[src/common/timer3_ccp_defs.vh]
/*
 * register offsets, field positions, reset values, mode codes and the timing
 * constants of the 16-bit time base and the capture/compare/pwm mode control.
 * assumes a byte-wide register port with a 4-bit address.
 */
`ifndef TIMER3_CCP_DEFS_VH
`define TIMER3_CCP_DEFS_VH

// register offsets (byte port, one register per address)
`define OFS_TIMER_COUNT_LOW   4'h0
`define OFS_TIMER_COUNT_HIGH  4'h1
`define OFS_TIMER_CONTROL     4'h2
`define OFS_UNIT_CONTROL      4'h3
`define OFS_UNIT_DATA_LOW     4'h4
`define OFS_UNIT_DATA_HIGH    4'h5
`define OFS_AUX_CONTROL       4'h6
`define OFS_EVENT_STATUS      4'h7

// timer_control fields
`define TC_WIDE_ACCESS        7
`define TC_UNIT3_SELECT       6
`define TC_PRESCALE_HI        5
`define TC_PRESCALE_LO        4
`define TC_UNIT1_SELECT       3
`define TC_NO_SYNC            2
`define TC_EXT_CLOCK_SELECT   1
`define TC_TIMER_ON           0

// unit_control fields
`define UC_DUTY_HI            5
`define UC_DUTY_LO            4
`define UC_MODE_HI            3
`define UC_MODE_LO            0
`define UC_WRITE_MASK         8'h3f

// aux_control fields
`define AUX_LOW_FREQ_OSC_EN   0
`define AUX_OVERFLOW_IRQ_EN   1
`define AUX_CAN_STAMP_SELECT  2
`define AUX_ADC_ENABLE        3

// event_status fields, write one to clear
`define ST_OVERFLOW_FLAG      0
`define ST_UNIT_EVENT_FLAG    1

// reset values and the timer's top count
`define RST_BYTE              8'h00
`define RST_WORD              16'h0000
`define TIMER_MAX             16'hffff

// unit mode codes
`define MODE_OFF              4'h0
`define MODE_CMP_TOGGLE       4'h2
`define MODE_CAP_FALL         4'h4
`define MODE_CAP_RISE         4'h5
`define MODE_CAP_RISE4        4'h6
`define MODE_CAP_RISE16       4'h7
`define MODE_CMP_SET_HIGH     4'h8
`define MODE_CMP_SET_LOW      4'h9
`define MODE_CMP_SOFT         4'ha
`define MODE_CMP_SPECIAL      4'hb

// instruction clock is the system clock divided by four
`define INSTR_CLOCK_DIV       4
`define INSTR_DIV_LAST        2'h3

`endif

[src/timer3_ccp_mode_control.v]
/*
 * 16-bit time base with prescaler, overflow flag and special-event reset,
 * together with the mode control of one capture/compare/pwm unit: capture
 * edge selection, compare pin actions, special-event trigger and pwm duty.
 * assumes one 250 MHz system clock, a byte register port answered one cycle
 * after the read strobe, and that the external clock and capture pins are
 * asynchronous while the can receive pulse is on the system clock.
 */
`include "timer3_ccp_defs.vh"

////////////////////////////////////////////////////////////////////////////////
module timer3_ccp_mode_control (
	input  wire        i_clk,
	input  wire        i_srst,
	input  wire        i_ce,
	input  wire [3:0]  i_addr,
	input  wire [7:0]  i_wdata,
	input  wire        i_wr,
	input  wire        i_rd,
	input  wire        i_osc_clk,
	input  wire        i_ext_clk_pin,
	input  wire        i_capture_pin,
	input  wire        i_can_msg_rx,
	output reg  [7:0]  o_rdata,
	output reg         o_overflow_irq,
	output reg         o_unit_event_irq,
	output reg         o_special_trigger,
	output reg         o_adc_start,
	output reg         o_unit_pin,
	output reg         o_unit_pin_oe,
	output reg         o_pwm_mode,
	output reg  [9:0]  o_duty_cycle
);

	////////////////////////////////////////////////////////////////////////
	// registers
	reg [15:0] timer_reg;
	reg [7:0]  high_buffer_reg;
	reg [7:0]  timer_control_reg;
	reg [5:0]  unit_control_reg;
	reg [15:0] unit_data_reg;
	reg [3:0]  aux_control_reg;
	reg        overflow_flag_reg;
	reg        unit_event_flag_reg;
	reg [1:0]  instr_div_reg;
	reg [2:0]  prescale_reg;
	reg [3:0]  capture_count_reg;
	reg        match_prev_reg;
	reg        special_pending_reg;
	reg [3:0]  mode_prev_reg;
	reg        pin_reg;
	reg [2:0]  osc_sync_reg;
	reg [2:0]  ext_sync_reg;
	reg [2:0]  cap_sync_reg;

	////////////////////////////////////////////////////////////////////////
	// decoded controls
	wire [3:0] mode          = unit_control_reg[`UC_MODE_HI:`UC_MODE_LO];
	wire       wide_access   = timer_control_reg[`TC_WIDE_ACCESS];
	wire       ext_select    = timer_control_reg[`TC_EXT_CLOCK_SELECT];
	wire       timer_on      = timer_control_reg[`TC_TIMER_ON];
	wire [1:0] prescale_sel  = timer_control_reg[`TC_PRESCALE_HI:`TC_PRESCALE_LO];
	wire       osc_enable    = aux_control_reg[`AUX_LOW_FREQ_OSC_EN];
	wire       can_select    = aux_control_reg[`AUX_CAN_STAMP_SELECT];
	wire       adc_enable    = aux_control_reg[`AUX_ADC_ENABLE];
	wire       is_capture    = (mode[3:2] == 2'b01);
	wire       is_pwm        = (mode[3:2] == 2'b11);
	wire       is_compare    = (mode == `MODE_CMP_TOGGLE) || (mode[3:2] == 2'b10);

	// register port strobes
	wire wr_low    = i_wr && (i_addr == `OFS_TIMER_COUNT_LOW);
	wire wr_high   = i_wr && (i_addr == `OFS_TIMER_COUNT_HIGH);
	wire rd_low    = i_rd && (i_addr == `OFS_TIMER_COUNT_LOW);
	wire wr_dlow   = i_wr && (i_addr == `OFS_UNIT_DATA_LOW);
	wire wr_dhigh  = i_wr && (i_addr == `OFS_UNIT_DATA_HIGH);
	wire wr_status = i_wr && (i_addr == `OFS_EVENT_STATUS);
	// a direct high write only exists without wide access
	wire timer_write = wr_low || (wr_high && !wide_access);

	////////////////////////////////////////////////////////////////////////
	// edge detection on synchronised pins; stage 0 feeds only stage 1
	wire osc_rise = osc_sync_reg[1] && !osc_sync_reg[2];
	wire ext_rise = ext_sync_reg[1] && !ext_sync_reg[2];
	wire cap_rise = cap_sync_reg[1] && !cap_sync_reg[2];
	wire cap_fall = !cap_sync_reg[1] && cap_sync_reg[2];

	// clock source selection ahead of the prescaler
	wire instr_tick = (instr_div_reg == `INSTR_DIV_LAST);
	wire ext_tick   = osc_enable ? osc_rise : ext_rise;
	wire src_tick   = ext_select ? ext_tick : instr_tick;
	wire [2:0] prescale_mask = (3'h1 << prescale_sel) - 3'h1;
	wire count_tick = timer_on && src_tick && (prescale_reg == prescale_mask);

	// compare match: one pulse when the timer first equals the data pair
	wire match_now   = (timer_reg == unit_data_reg);
	wire match_pulse = is_compare && match_now && !match_prev_reg;

	// capture event source and prescaling
	wire cap_event_src = can_select ? i_can_msg_rx :
	                     ((mode == `MODE_CAP_FALL) ? cap_fall : cap_rise);
	reg  capture_fire;

	// capture edge divider selection
	always @* begin
		case (mode)
		`MODE_CAP_FALL,
		`MODE_CAP_RISE:   capture_fire = cap_event_src;
		`MODE_CAP_RISE4:  capture_fire = cap_event_src && (capture_count_reg[1:0] == 2'h3);
		`MODE_CAP_RISE16: capture_fire = cap_event_src && (capture_count_reg == 4'hf);
		default:          capture_fire = 1'b0;
		endcase
	end

	wire mode_changed = (mode != mode_prev_reg);

	////////////////////////////////////////////////////////////////////////
	// input synchronisers for the asynchronous pins; the third stage is only
	// the edge detectors' history, so a metastable first stage never reaches
	// the counting or capture logic
	always @(posedge i_clk) begin
		if (i_srst) begin
			osc_sync_reg <= 3'h0;
			ext_sync_reg <= 3'h0;
			cap_sync_reg <= 3'h0;
		end else if (i_ce) begin
			osc_sync_reg <= {osc_sync_reg[1:0], i_osc_clk};
			ext_sync_reg <= {ext_sync_reg[1:0], i_ext_clk_pin};
			cap_sync_reg <= {cap_sync_reg[1:0], i_capture_pin};
		end
	end

	////////////////////////////////////////////////////////////////////////
	// control registers written by software
	always @(posedge i_clk) begin
		if (i_srst) begin
			timer_control_reg <= `RST_BYTE;
			unit_control_reg  <= 6'h00;
			aux_control_reg   <= 4'h0;
		end else if (i_ce && i_wr) begin
			case (i_addr)
			`OFS_TIMER_CONTROL: timer_control_reg <= i_wdata;
			`OFS_UNIT_CONTROL:  unit_control_reg  <= i_wdata[5:0];
			`OFS_AUX_CONTROL:   aux_control_reg   <= i_wdata[3:0];
			default:            aux_control_reg   <= aux_control_reg;
			endcase
		end
	end

	////////////////////////////////////////////////////////////////////////
	// instruction clock divider and timer prescaler
	always @(posedge i_clk) begin
		if (i_srst) begin
			instr_div_reg <= 2'h0;
			prescale_reg  <= 3'h0;
		end else if (i_ce) begin
			instr_div_reg <= instr_div_reg + 2'h1;
			if (wr_low || !timer_on)
				prescale_reg <= 3'h0;                  // low write clears the prescaler
			else if (src_tick)
				prescale_reg <= (prescale_reg == prescale_mask) ? 3'h0 : prescale_reg + 3'h1;
		end
	end

	////////////////////////////////////////////////////////////////////////
	// 16-bit timer with wide access buffer and special-event reset; a software
	// write is tested first so that it beats a pending trigger reset, and the
	// reset beats a count tick, so a wrap that the reset replaces never reaches
	// the overflow logic
	always @(posedge i_clk) begin
		if (i_srst) begin
			timer_reg       <= `RST_WORD;
			high_buffer_reg <= `RST_BYTE;
		end else if (i_ce) begin
			if (rd_low && wide_access)
				high_buffer_reg <= timer_reg[15:8];
			else if (wr_high && wide_access)
				high_buffer_reg <= i_wdata;
			if (wr_low) begin
				timer_reg[7:0]  <= i_wdata;
				if (wide_access)
					timer_reg[15:8] <= high_buffer_reg;
			end else if (wr_high && !wide_access) begin
				timer_reg[15:8] <= i_wdata;
			end else if (special_pending_reg) begin
				timer_reg <= `RST_WORD;
			end else if (count_tick) begin
				timer_reg <= timer_reg + 16'h0001;
			end
		end
	end

	////////////////////////////////////////////////////////////////////////
	// special-event trigger pipeline and conversion start; the match is
	// registered once so that trigger, conversion start and timer reset all
	// leave flip-flops, which is why the timer clears one edge after the trigger
	always @(posedge i_clk) begin
		if (i_srst) begin
			special_pending_reg <= 1'b0;
			o_special_trigger   <= 1'b0;
			o_adc_start         <= 1'b0;
			match_prev_reg      <= 1'b0;
		end else if (i_ce) begin
			match_prev_reg <= match_now;
			// the trigger's timer reset is dropped when a timer write lands in the reset cycle
			special_pending_reg <= match_pulse && (mode == `MODE_CMP_SPECIAL);
			o_special_trigger   <= match_pulse && (mode == `MODE_CMP_SPECIAL);
			o_adc_start <= match_pulse && (mode == `MODE_CMP_SPECIAL) && adc_enable;
		end
	end

	////////////////////////////////////////////////////////////////////////
	// sticky flags; a set in the clearing cycle wins, so software that clears
	// a flag just as a new event arrives still sees that event afterwards
	// rather than losing it silently
	always @(posedge i_clk) begin
		if (i_srst) begin
			overflow_flag_reg   <= 1'b0;
			unit_event_flag_reg <= 1'b0;
		end else if (i_ce) begin
			// only a counting wrap sets the flag, never the trigger reset
			if (count_tick && !timer_write && !special_pending_reg &&
			    timer_reg == `TIMER_MAX)
				overflow_flag_reg <= 1'b1;
			else if (wr_status && i_wdata[`ST_OVERFLOW_FLAG])
				overflow_flag_reg <= 1'b0;
			if (match_pulse || capture_fire)
				unit_event_flag_reg <= 1'b1;
			else if (wr_status && i_wdata[`ST_UNIT_EVENT_FLAG])
				unit_event_flag_reg <= 1'b0;
		end
	end

	////////////////////////////////////////////////////////////////////////
	// unit data register: software access and captures
	always @(posedge i_clk) begin
		if (i_srst) begin
			unit_data_reg <= `RST_WORD;
		end else if (i_ce) begin
			if (capture_fire)
				unit_data_reg <= timer_reg;
			else if (wr_dlow)
				unit_data_reg[7:0] <= i_wdata;
			else if (wr_dhigh)
				unit_data_reg[15:8] <= i_wdata;
		end
	end

	////////////////////////////////////////////////////////////////////////
	// capture prescaler, cleared whenever capture is not selected; switching
	// between capture modes keeps the count, so the first capture may come early
	always @(posedge i_clk) begin
		if (i_srst) begin
			capture_count_reg <= 4'h0;
		end else if (i_ce) begin
			if (!is_capture || mode == `MODE_OFF)
				capture_count_reg <= 4'h0;
			else if (cap_event_src)
				capture_count_reg <= capture_count_reg + 4'h1;
		end
	end

	////////////////////////////////////////////////////////////////////////
	// compare output pin state; the start level of the set and clear modes is
	// loaded on the cycle after the mode is written, and rewriting the same
	// mode does not load it again; reserved codes leave the pin alone
	always @(posedge i_clk) begin
		if (i_srst) begin
			pin_reg       <= 1'b0;
			mode_prev_reg <= `MODE_OFF;
		end else if (i_ce) begin
			mode_prev_reg <= mode;
			case (mode)
			`MODE_OFF: begin
				pin_reg <= 1'b0;
			end
			`MODE_CMP_TOGGLE: begin
				if (match_pulse)
					pin_reg <= !pin_reg;
			end
			`MODE_CMP_SET_HIGH: begin
				if (mode_changed)
					pin_reg <= 1'b0;
				else if (match_pulse)
					pin_reg <= 1'b1;
			end
			`MODE_CMP_SET_LOW: begin
				if (mode_changed)
					pin_reg <= 1'b1;
				else if (match_pulse)
					pin_reg <= 1'b0;
			end
			default: begin
				pin_reg <= pin_reg;
			end
			endcase
		end
	end

	////////////////////////////////////////////////////////////////////////
	// registered outputs, each one cycle behind the state it copies so that
	// no output of the block comes from combinational logic
	always @(posedge i_clk) begin
		if (i_srst) begin
			o_overflow_irq   <= 1'b0;
			o_unit_event_irq <= 1'b0;
			o_unit_pin       <= 1'b0;
			o_unit_pin_oe    <= 1'b0;
			o_pwm_mode       <= 1'b0;
			o_duty_cycle     <= 10'h000;
		end else if (i_ce) begin
			o_overflow_irq   <= overflow_flag_reg && aux_control_reg[`AUX_OVERFLOW_IRQ_EN];
			o_unit_event_irq <= unit_event_flag_reg;
			o_unit_pin       <= pin_reg;
			// the unit drives the pin only in the pin-owning compare modes
			o_unit_pin_oe    <= (mode == `MODE_CMP_TOGGLE) || (mode == `MODE_CMP_SET_HIGH) ||
			                    (mode == `MODE_CMP_SET_LOW);
			o_pwm_mode       <= is_pwm;
			if (is_pwm)
				o_duty_cycle <= {unit_data_reg[7:0],
				                 unit_control_reg[`UC_DUTY_HI:`UC_DUTY_LO]};
		end
	end

	////////////////////////////////////////////////////////////////////////
	// read port: data stand in the cycle after the strobe only; the bus reads
	// zero otherwise so that several slaves may be ored together
	always @(posedge i_clk) begin
		if (i_srst) begin
			o_rdata <= `RST_BYTE;
		end else if (i_ce) begin
			if (i_rd) begin
				case (i_addr)
				`OFS_TIMER_COUNT_LOW:  o_rdata <= timer_reg[7:0];
				`OFS_TIMER_COUNT_HIGH: o_rdata <= wide_access ? high_buffer_reg :
				                                  timer_reg[15:8];
				`OFS_TIMER_CONTROL:    o_rdata <= timer_control_reg;
				`OFS_UNIT_CONTROL:     o_rdata <= {2'b00, unit_control_reg};
				`OFS_UNIT_DATA_LOW:    o_rdata <= unit_data_reg[7:0];
				`OFS_UNIT_DATA_HIGH:   o_rdata <= unit_data_reg[15:8];
				`OFS_AUX_CONTROL:      o_rdata <= {4'h0, aux_control_reg};
				`OFS_EVENT_STATUS:     o_rdata <= {6'h00, unit_event_flag_reg,
				                                   overflow_flag_reg};
				default:               o_rdata <= `RST_BYTE;
				endcase
			end else begin
				o_rdata <= `RST_BYTE;
			end
		end
	end

endmodule

[config.mk]
export PLATFORM = sky130hd
export DESIGN_NAME = timer3_ccp_mode_control
export DESIGN_NICKNAME = d
export VERILOG_FILES = /design/src/timer3_ccp_mode_control.v
export VERILOG_INCLUDE_DIRS = /design/src /design/src/common
export SDC_FILE = /design/constraint.sdc
export NUM_CORES = 1
export LEC_CHECK = 0
export BUFFER_PORTS_ARGS = -buffer_cell sky130_fd_sc_hd__buf_2
export CAP_MARGIN = 15
export CORE_MARGIN = 5
export CORE_UTILIZATION = 25
export DETAILED_ROUTE_END_ITERATION = 6
export HOLD_SLACK_MARGIN = 0.06
export PLACE_DENSITY = 0.43
export SLEW_MARGIN = 20
export SYNTH_ARGS = -nofsm -noshare
export SYNTH_HDL_FRONTEND = slang
export SYNTH_SLANG_ARGS = --single-unit
export TNS_END_PERCENT = 20
[constraint.sdc]
create_clock -name i_clk -period 5.2 [get_ports i_clk]
set_input_delay 0.26 -clock i_clk [delete_from_list [all_inputs] [get_ports i_clk]]
set_output_delay 0.26 -clock i_clk [all_outputs]
set_load 0.1 [all_outputs]
==> results of run 1 <==
cell families (layout without fill, tap and decap cells):
logic type,after synthesis,after routing
fa+ha+maj,4,4
flops,109,109
mux,69,69
compound gates,182,182
buf+inv,80,77
simple gates,228,228
xor+xnor,26,26
Yosys cell counts, types with 8 or more instances:
library cell | number | area (sq um)
nand3_1 | 16 | 80.1
o21ai_0 | 9 | 45.0
clkbuf_1 | 37 | 139
nand2_1 | 68 | 255
buf_4 | 9 | 67.6
buf_2 | 19 | 95.1
xnor2_1 | 21 | 184
nor4_1 | 9 | 56.3
a22oi_1 | 25 | 188
a211oi_1 | 49 | 368
and3_1 | 9 | 56.3
nor3_1 | 15 | 75.1
dfxtp_1 | 109 | 2180
inv_1 | 10 | 37.5
mux2i_1 | 60 | 601
mux2_2 | 9 | 101
nand4_1 | 8 | 50.1
a21oi_1 | 41 | 205
nor2_1 | 63 | 236
where the power goes:
part / switching (mW) / leakage (nW) / internal (mW) / total [mW]
clock: 0.346 / 0.147 / 0.384 / 0.730
sequential: 0.0110 / 0.880 / 0.843 / 0.854
combinational: 0.0838 / 1.24 / 0.0369 / 0.121
worst max-delay path, delay by kind of cell, from the launching register on:
kind            cells  cell delay, ns
simple gates        1            0.31
compound gates      3            1.36
flops               1            0.60
mux                 1            0.33
final cells by class:
class	instances	area share, %
timing repair buffer	49	3.86
multi-input combinational	509	52.3
tap	319	5.97
inverter	12	0.674
sequential	109	32.6
clock inverter	6	1.16
clock buffer	10	3.43
path summary, 6_finish.rpt:
| path | startpoint | endpoint | slack (ns) |
|---|---|---|---|
| worst max-delay path | unit_control_reg[2] | unit_data_reg[9] | 2.44 |
| worst min-delay path | i_osc_clk | osc_sync_reg[0] | 0.13 |
| worst max register to register | unit_control_reg[2] | unit_data_reg[9] | 2.44 |
| worst min register to register | o_duty_cycle[7] | o_duty_cycle[7] | 0.45 |
stage by stage:
step           worst slack [ns]  hold slack (ns)  util, %  cell area (sq um)  power [mW]
6_report                   2.44            0.133     28.3               6680        1.70
5_1_grt                    2.25            0.132     28.3               6680        1.77
4_1_cts                    2.45            0.122     28.3               6680        1.73
3_5_place_dp               2.48            0.445     27.0               6380       0.995
3_3_place_gp               2.51            0.441     27.0               6380       0.996
2_1_floorplan              3.14            0.407        -               6030       0.952
metal layers:
layer,wire [microns],track usage (%),vias up
li1,-,-,2558
met1,9670,21.1,2551
met2,9230,23.0,153
met3,1060,2.36,24
met4,404,4.72,0
met5,0,0,-
==> flow_summary.yaml, run 1 <==
timing:
  period_needed_ns: 2.76
  rsz0062_at_grt: "false"
  fmax_mhz: 362
  period_share_pct: 53.1
  max_slew_margin_pct: 31.7
  fin_setup_tns_ns: 0
  maxSlewViolCount: 0
  final-setup-viol-count: 0
  hold_viol: 0
  worst_pin_slew_ns: 1.01
  finClkSkew_ns: 0.0130
job:
  cap_viol_max_count: 0
setup_path:
  cp.required_ns: 5.40
  r2r_cells: 5
  end_kind: "register"
  cpPeakStageDelay_ns: 0.84
  cp.arrival_ns: 2.97
  worst-path-max-fanout: 22
  crit_type: "register to register"
  cpMaxStageDelayCell: "o2111a_1"
  crit_chain: "nor4b_2 -> mux2i_1 -> o2111a_1 -> a21o_1 -> a211oi_1"
  cp-start-kind: "register"
logic_synthesis:
  syn_area_per_cell_sq_um: 8.65
  yosysUniqueCellTypes: 74
  synth-compound-area-share_pct: 22.0
  yosysWarnings: 0
  seq_area_frac_synth_pct: 36.2
  synthXorXnorAreaFrac_pct: 3.77
  synthAdderAreaFrac_pct: 0.829
  syn_nets: 723
  synth-seq-cells: 109
  muxShareOfSynthArea_pct: 11.6
  ys.flop_type: "dfxtp_1"
  syn_area_sq_um: 6030
  synth_edf_count: 0
  async_flop_share_pct: 0
  synth_top_family_by_area: "compound AO/OA/AOI/OAI gates"
  postSynthCellCount: 698
  synthSimpleGateAreaFrac_pct: 19.6
global_route:
  grt_pass1_vias: 4988
  grt_usage_pct: 14.9
  antenna_found_initial: 0
  grt_max_degree: 87
  grt_pass1_wl_mm: 31.0
  grt_overflow: 0
route:
  drt_iter0_markers: 473
  drc: 0
  viasPerCell: 5.21
  drt-total-wl_mm: 20.4
  antenna_left: 0
  vias: 5286
  dr.pass1.iters: 6
  wire_per_inst_microns: 20.1
floorplan:
  core_area_sq_um: 23600
  dieArea_sq_um: 27300
  rows: 56
  start_util_pct: 25.6
  fp.dieW_microns: 165
  fp.dieH_microns: 165
  ios: 46
clock_tree:
  cts_hold_buf: 0
  cts_sinks: 109
  cts.htree.levels: 3
  clkTransAtPathRegs_ns: 0.08
  clockRootBuffer: "clkbuf_16"
  cts_made_buffers: 9
  post-cts-setup-buffer-count: 0
  cts_tree: "built"
  insertion_delay_ns: 0.37
  clockBufferDepth: 2
  ctsResizeCount: 0
cells_and_area:
  seq_area_sq_um: 2180
  final_nets: 715
  final_cells: 1014
  multi_input_area_sq_um: 3490
  drive_gt1_share_pct: 12.8
  syn_to_final_growth_pct: 10.8
  final_cell_mix: "109 x dfxtp_1, 68 x nand2_1, 63 x nor2_1"
  mostFrequentLayoutCell: "dfxtp_1"
  antenna_cells: 0
  fill_cells: 2585
power_and_ir_drop:
  ir_drop_mv: 0.123
  p_leak_nw: 2.26
  power_density_nw_per_um2: 255
place:
  dp_hpwl_mm: 14.2
  gp_congestion: 0.861
  io_buffers: 45
  dp_cells: 998
worst_hold_path:
  hold_depth: 3
  hold_class: "input pin to register"
run_status:
  status: "finished, final reports clean"
No activity file was read; power rests on OpenSTA's default activity.
==> run 2: changes to the inputs <==
ABC_AREA = 1   (was not set)
clock period = 2.8 ns   (was 5.2 ns; I/O delays follow)
==> flow_summary.yaml, run 2 <==
place:
  io_buffers: 45
  dp_cells: 1299
  gp_congestion: 0.901
  dp_hpwl_mm: 17.1
setup_path:
  regToRegSetupSlack_ns: 0.62
  crit_type: "register to register"
  end_kind: "register"
  reg2reg_to: "unit_data_reg[12]"
  crit_buf_inv: 1
  cpMaxStageDelayCell: "dfxtp_1"
  crit_chain: "inv_2 -> nor2_8 -> nand2_2 -> o21ai_2 -> nand3_2 -> nand2_4 -> nand4_4 -> nand3_1 -> nand2_1 -> nor2_1"
  cp.required_ns: 3.09
  cp.arrival_ns: 2.46
  cp-start-kind: "register"
  cpLargestDelayFamily: "simple AND/OR/NAND/NOR gates"
  worst-path-max-fanout: 25
  r2r_cells: 10
  cpPeakStageDelay_ns: 0.44
  worstReg2RegStart: "unit_control_reg[2]"
global_route:
  grt_pass1_vias: 5886
  antenna_found_initial: 0
  grt_usage_pct: 16.2
  grt_max_degree: 36
  grt_pass1_wl_mm: 35.4
  grt_overflow: 0
cells_and_area:
  final_cells: 1318
  syn_to_final_growth_pct: 13.5
  final_nets: 1014
  mostFrequentLayoutCell: "nand2_1"
  multi_input_area_sq_um: 3350
  drive_gt1_share_pct: 10.2
  antenna_cells: 0
  seq_area_sq_um: 2180
  fill_cells: 2706
  final_cell_mix: "236 x nand2_1, 140 x nor2_1, 109 x dfxtp_1"
route:
  dr.pass1.iters: 5
  viasPerCell: 4.78
  wire_per_inst_microns: 17.3
  drc: 0
  vias: 6305
  drt-total-wl_mm: 22.8
  drt_iter0_markers: 712
  antenna_left: 0
logic_synthesis:
  synth_common_cells: "236 x nand2_1, 140 x nor2_1, 109 x dfxtp_1"
  ys.flop_type: "dfxtp_1"
  syn_area_per_cell_sq_um: 6.36
  syn_area_sq_um: 6100
  synth_top_area_share_pct: 35.8
  postSynthCellCount: 959
  synth_top_area_cell: "dfxtp_1"
  syn_nets: 984
  synth-seq-cells: 109
  yosysWarnings: 0
  async_flop_share_pct: 0
  yosysMostFrequentCell: "nand2_1"
  seq_area_frac_synth_pct: 35.8
  yosysUniqueCellTypes: 39
  synth_edf_count: 0
  synthTopCellsByArea: "dfxtp_1 36%, nand2_1 15%, nor2_1 8.6%, o21ai_0 7.5%, a21oi_1 6.1%"
timing:
  finClkSkew_ns: 0.0131
  worst_pin_slew_ns: 0.757
  fmax_mhz: 460
  maxSlewViolCount: 0
  hold_viol: 0
  whs_ns: 0.0749
  fin_setup_tns_ns: 0
  final-setup-viol-count: 0
  max_slew_margin_pct: 49.3
  rsz0062_at_grt: "false"
  period_share_pct: 77.7
  period_needed_ns: 2.18
clock_tree:
  clockBufferDepth: 2
  cts_tree: "built"
  clkTransAtPathRegs_ns: 0.07
  clockRootBuffer: "clkbuf_16"
  post-cts-setup-buffer-count: 0
  cts_made_buffers: 9
  cts.htree.levels: 3
  cts_sinks: 109
  insertion_delay_ns: 0.36
floorplan:
  rows: 57
  fp.dieW_microns: 166
  ios: 46
  core_area_sq_um: 24200
  dieArea_sq_um: 27600
  start_util_pct: 25.2
  fp.dieH_microns: 166
power_and_ir_drop:
  power_density_nw_per_um2: 459
  p_leak_nw: 2.96
  ir_drop_mv: 0.312
  power.total_mw: 3.18
run_status:
  status: "finished, final reports clean"
job:
  cap_viol_max_count: 0
worst_hold_path:
  hold_start: "i_srst"
  hold_class: "input pin to register"
  hold_depth: 4
  whs_endpoint: "pin_reg"
## run 2: metrics by stage
step	util, %	cell area [sq um]	setup WS (ns)
floorplan	-	6100	0.840
global placement	27.4	6620	0.661
detailed placement	27.4	6620	0.660
CTS	28.6	6920	0.652
global route	28.6	6920	0.392
finish	28.6	6920	0.625
## run 2: kinds of logic (layout without fill, tap and decap cells)
| kind of cell | after synthesis | after routing | share of synthesized area (%) |
|---|---|---|---|
| buf+inv | 139 | 174 | 9.33 |
| flops | 109 | 109 | 35.8 |
| xor+xnor | 15 | 15 | 2.15 |
| compound gates | 194 | 194 | 16.8 |
| fa+ha+maj | 4 | 4 | 0.820 |
| simple gates | 498 | 498 | 35.1 |
## run 2: area by class of cell
class	count	share of cell area, %
clock buffers	11	3.36
flip-flops and latches	109	31.5
multi-input cells	711	48.4
repair buffers	61	5.10
clock inverters	5	0.542
well taps	324	5.85
inverters	97	5.26
## run 2: worst reg2reg max path: stages, from the launching register on
cell and delay (ns):
dfxtp_1 0.44, inv_2 0.16, nor2_8 0.36, nand2_2 0.11, o21ai_2 0.08, nand3_2 0.10
nand2_4 0.23, nand4_4 0.31, nand3_1 0.18, nand2_1 0.06, nor2_1 0.10
## run 2: timing repair
action,4_1_cts,5_1_grt
setup endpoints to repair,0,0
gates resized for setup,0,0
hold endpoints to repair,3,0
hold buffers,3,0
## run 2: worst max path at each step
stage / start / endpoint / slack [ns] / depth (start not counted)
floorplan: special_pending_reg / timer_reg[9] / 0.84 / 8
global placement: unit_control_reg[2] / unit_data_reg[11] / 0.66 / 10
detailed placement: unit_control_reg[2] / unit_data_reg[15] / 0.66 / 10
CTS: unit_control_reg[2] / unit_data_reg[12] / 0.65 / 10
global route: unit_control_reg[2] / unit_data_reg[11] / 0.39 / 10
finish: unit_control_reg[2] / unit_data_reg[12] / 0.62 / 10
## run 2: power breakdown
group,internal (mW),switching [mW]
registers,1.58,0.0271
logic,0.0921,0.248
clock network,0.608,0.624
total,2.28,0.899
## run 2: metal layers
layer  vias up  GRT usage [%]  wire length [microns]
li1       3194              -                      -
met1      2867           23.4                  11000
met2       208           24.5                   9770
met3        36           3.45                   1480
met4         0           4.27                    545
met5         -              0                      0
==> run 3: changes to the inputs <==
PLACE_DENSITY = 0.44   (was 0.43)
clock period = 1.8 ns   (was 2.8 ns; I/O delays follow)
==> flow_summary.yaml, run 3 (synthesis results as in run 2) <==
run_status:
  status: "finished, final reports clean"
setup_path:
  cp_num_cells: 9
  reg2reg_to: "o_adc_start"
  regToRegSetupSlack_ns: 0.13
  worst-path-max-fanout: 5
  worstReg2RegStart: "timer_reg[9]"
  cpMaxStageDelayCell: "dfxtp_1"
  crit_type: "register to register"
  crit_chain: "inv_1 -> nand2_1 -> nand2_1 -> nor2_1 -> nand2_1 -> nor2_1 -> and2_1 -> nand4_1 -> a21oi_1"
  cp.required_ns: 2.11
  cpPeakStageDelay_ns: 0.50
  r2r_cells: 9
  end_kind: "register"
  cp.arrival_ns: 1.97
  cpLargestDelayFamily: "simple AND/OR/NAND/NOR gates"
  worstSetupStartpoint: "timer_reg[9]"
  crit_path_end: "o_adc_start"
  crit_buf_inv: 1
  cp-start-kind: "register"
  cp_common_cell: "nand2_1"
cells_and_area:
  final_nets: 1070
  antenna_cells: 0
  final_cell_mix: "235 x nand2_1, 138 x nor2_1, 104 x dfxtp_1"
  fin_area_sq_um: 7420
  mostFrequentLayoutCell: "nand2_1"
  drive_gt1_share_pct: 15.9
  fill_cells: 2711
  syn_to_final_growth_pct: 21.6
timing:
  finClkSkew_ns: 0.0125
  period_needed_ns: 1.67
  rsz0062_at_grt: "false"
  fin_setup_tns_ns: 0
  maxSlewViolCount: 0
  max_slew_margin_pct: 66.8
  worst_pin_slew_ns: 0.501
  period_share_pct: 92.6
  fmax_mhz: 600
  final-setup-viol-count: 0
  hold_viol: 0
route:
  drt-total-wl_mm: 23.6
  drt_iter0_markers: 630
  dr.pass1.iters: 5
  vias: 6549
  viasPerCell: 4.77
  wire_per_inst_microns: 17.2
  drc: 0
  antenna_left: 0
place:
  dp_hpwl_mm: 18.0
  gp_congestion: 0.877
  placed_cell_area_sq_um: 7060
  io_buffers: 45
floorplan:
  fp.dieW_microns: 166
  ios: 46
  start_util_pct: 25.2
  dieArea_sq_um: 27600
  rows: 57
  core_area_sq_um: 24200
  fp.dieH_microns: 166
power_and_ir_drop:
  p_leak_nw: 3.26
  ir_drop_mv: 0.457
  power_density_nw_per_um2: 706
global_route:
  grt_max_degree: 42
  grt_overflow: 0
  antenna_found_initial: 0
  grt_usage_pct: 16.9
  grt_pass1_wl_mm: 37.0
  grt_pass1_vias: 6210
job:
  cap_viol_max_count: 0
clock_tree:
  cts.htree.levels: 3
  post-cts-setup-buffer-count: 0
  insertion_delay_ns: 0.37
  clockRootBuffer: "clkbuf_16"
  cts_tree: "built"
  cts_made_buffers: 9
  clockBufferDepth: 2
  clkTransAtPathRegs_ns: 0.08
  cts_sinks: 109
worst_hold_path:
  hold_start: "i_wdata[6]"
  hold_class: "input pin to register"
## run 3: worst register-to-register path, stage by stage, from the launching register on
cell and delay [ns]:
dfxtp_1 0.50, inv_1 0.17, nand2_1 0.09, nand2_1 0.06, nor2_1 0.10, nand2_1 0.05, nor2_1 0.15, and2_1 0.22
nand4_1 0.13, a21oi_1 0.15
## run 3: worst min path at each step
stage,end,depth (start not counted)
floorplan,cap_sync_reg[0],2
global placement,osc_sync_reg[0],3
detailed placement,cap_sync_reg[0],3
CTS,timer_control_reg[6],3
global route,timer_control_reg[6],3
finish,timer_control_reg[6],3
## run 3: power breakdown
group | total (mW) | switching [mW] | internal (mW)
Sequential | 2.49 | 0.0366 | 2.46
Clock | 2.16 | 1.06 | 1.11
Combinational | 0.580 | 0.401 | 0.180
Total | 5.24 | 1.49 | 3.74
## run 3: layout make-up
type / count / area (sq um) / share of cell area, %
sequential: 109 / 2190 / 29.5
timing repair buffer: 117 / 786 / 10.6
inverter: 97 / 364 / 4.91
multi-input combinational: 711 / 3360 / 45.3
tap: 324 / 405 / 5.47
clock buffer: 9 / 225 / 3.04
clock inverter: 7 / 82.6 / 1.11
## run 3: through the flow
stage / util, % / instances / setup slack [ns] / total power, mW / hold WS [ns]
3_3_place_gp: 29.2 / 1355 / 0.0469 / 3.13 / 0.319
4_1_cts: 30.6 / 1374 / 0.0284 / 5.31 / 0.0978
2_1_floorplan: - / 959 / 0.180 / 2.89 / 0.225
6_report: 30.7 / 1374 / 0.133 / 5.24 / 0.115
3_5_place_dp: 29.2 / 1355 / 0.0459 / 3.13 / 0.329
5_1_grt: 30.7 / 1374 / 0.000697 / 5.46 / 0.113
## run 3: layer usage
metal / vias up / track usage (%) / share of wire [%]
li1: 3302 / - / -
met1: 3028 / 24.8 / 49
met2: 189 / 26.3 / 44
met3: 30 / 2.50 / 5.0
met4: 0 / 3.66 / 1.6
met5: - / 0 / 0
## run 3: what timing repair did
| action | CTS | global route |
|---|---|---|
| endpoints found under the hold margin | 3 | 0 |
| hold buffers | 3 | 0 |
| setup endpoints to repair | 0 | 19 |
| gates resized for setup | 0 | 10 |
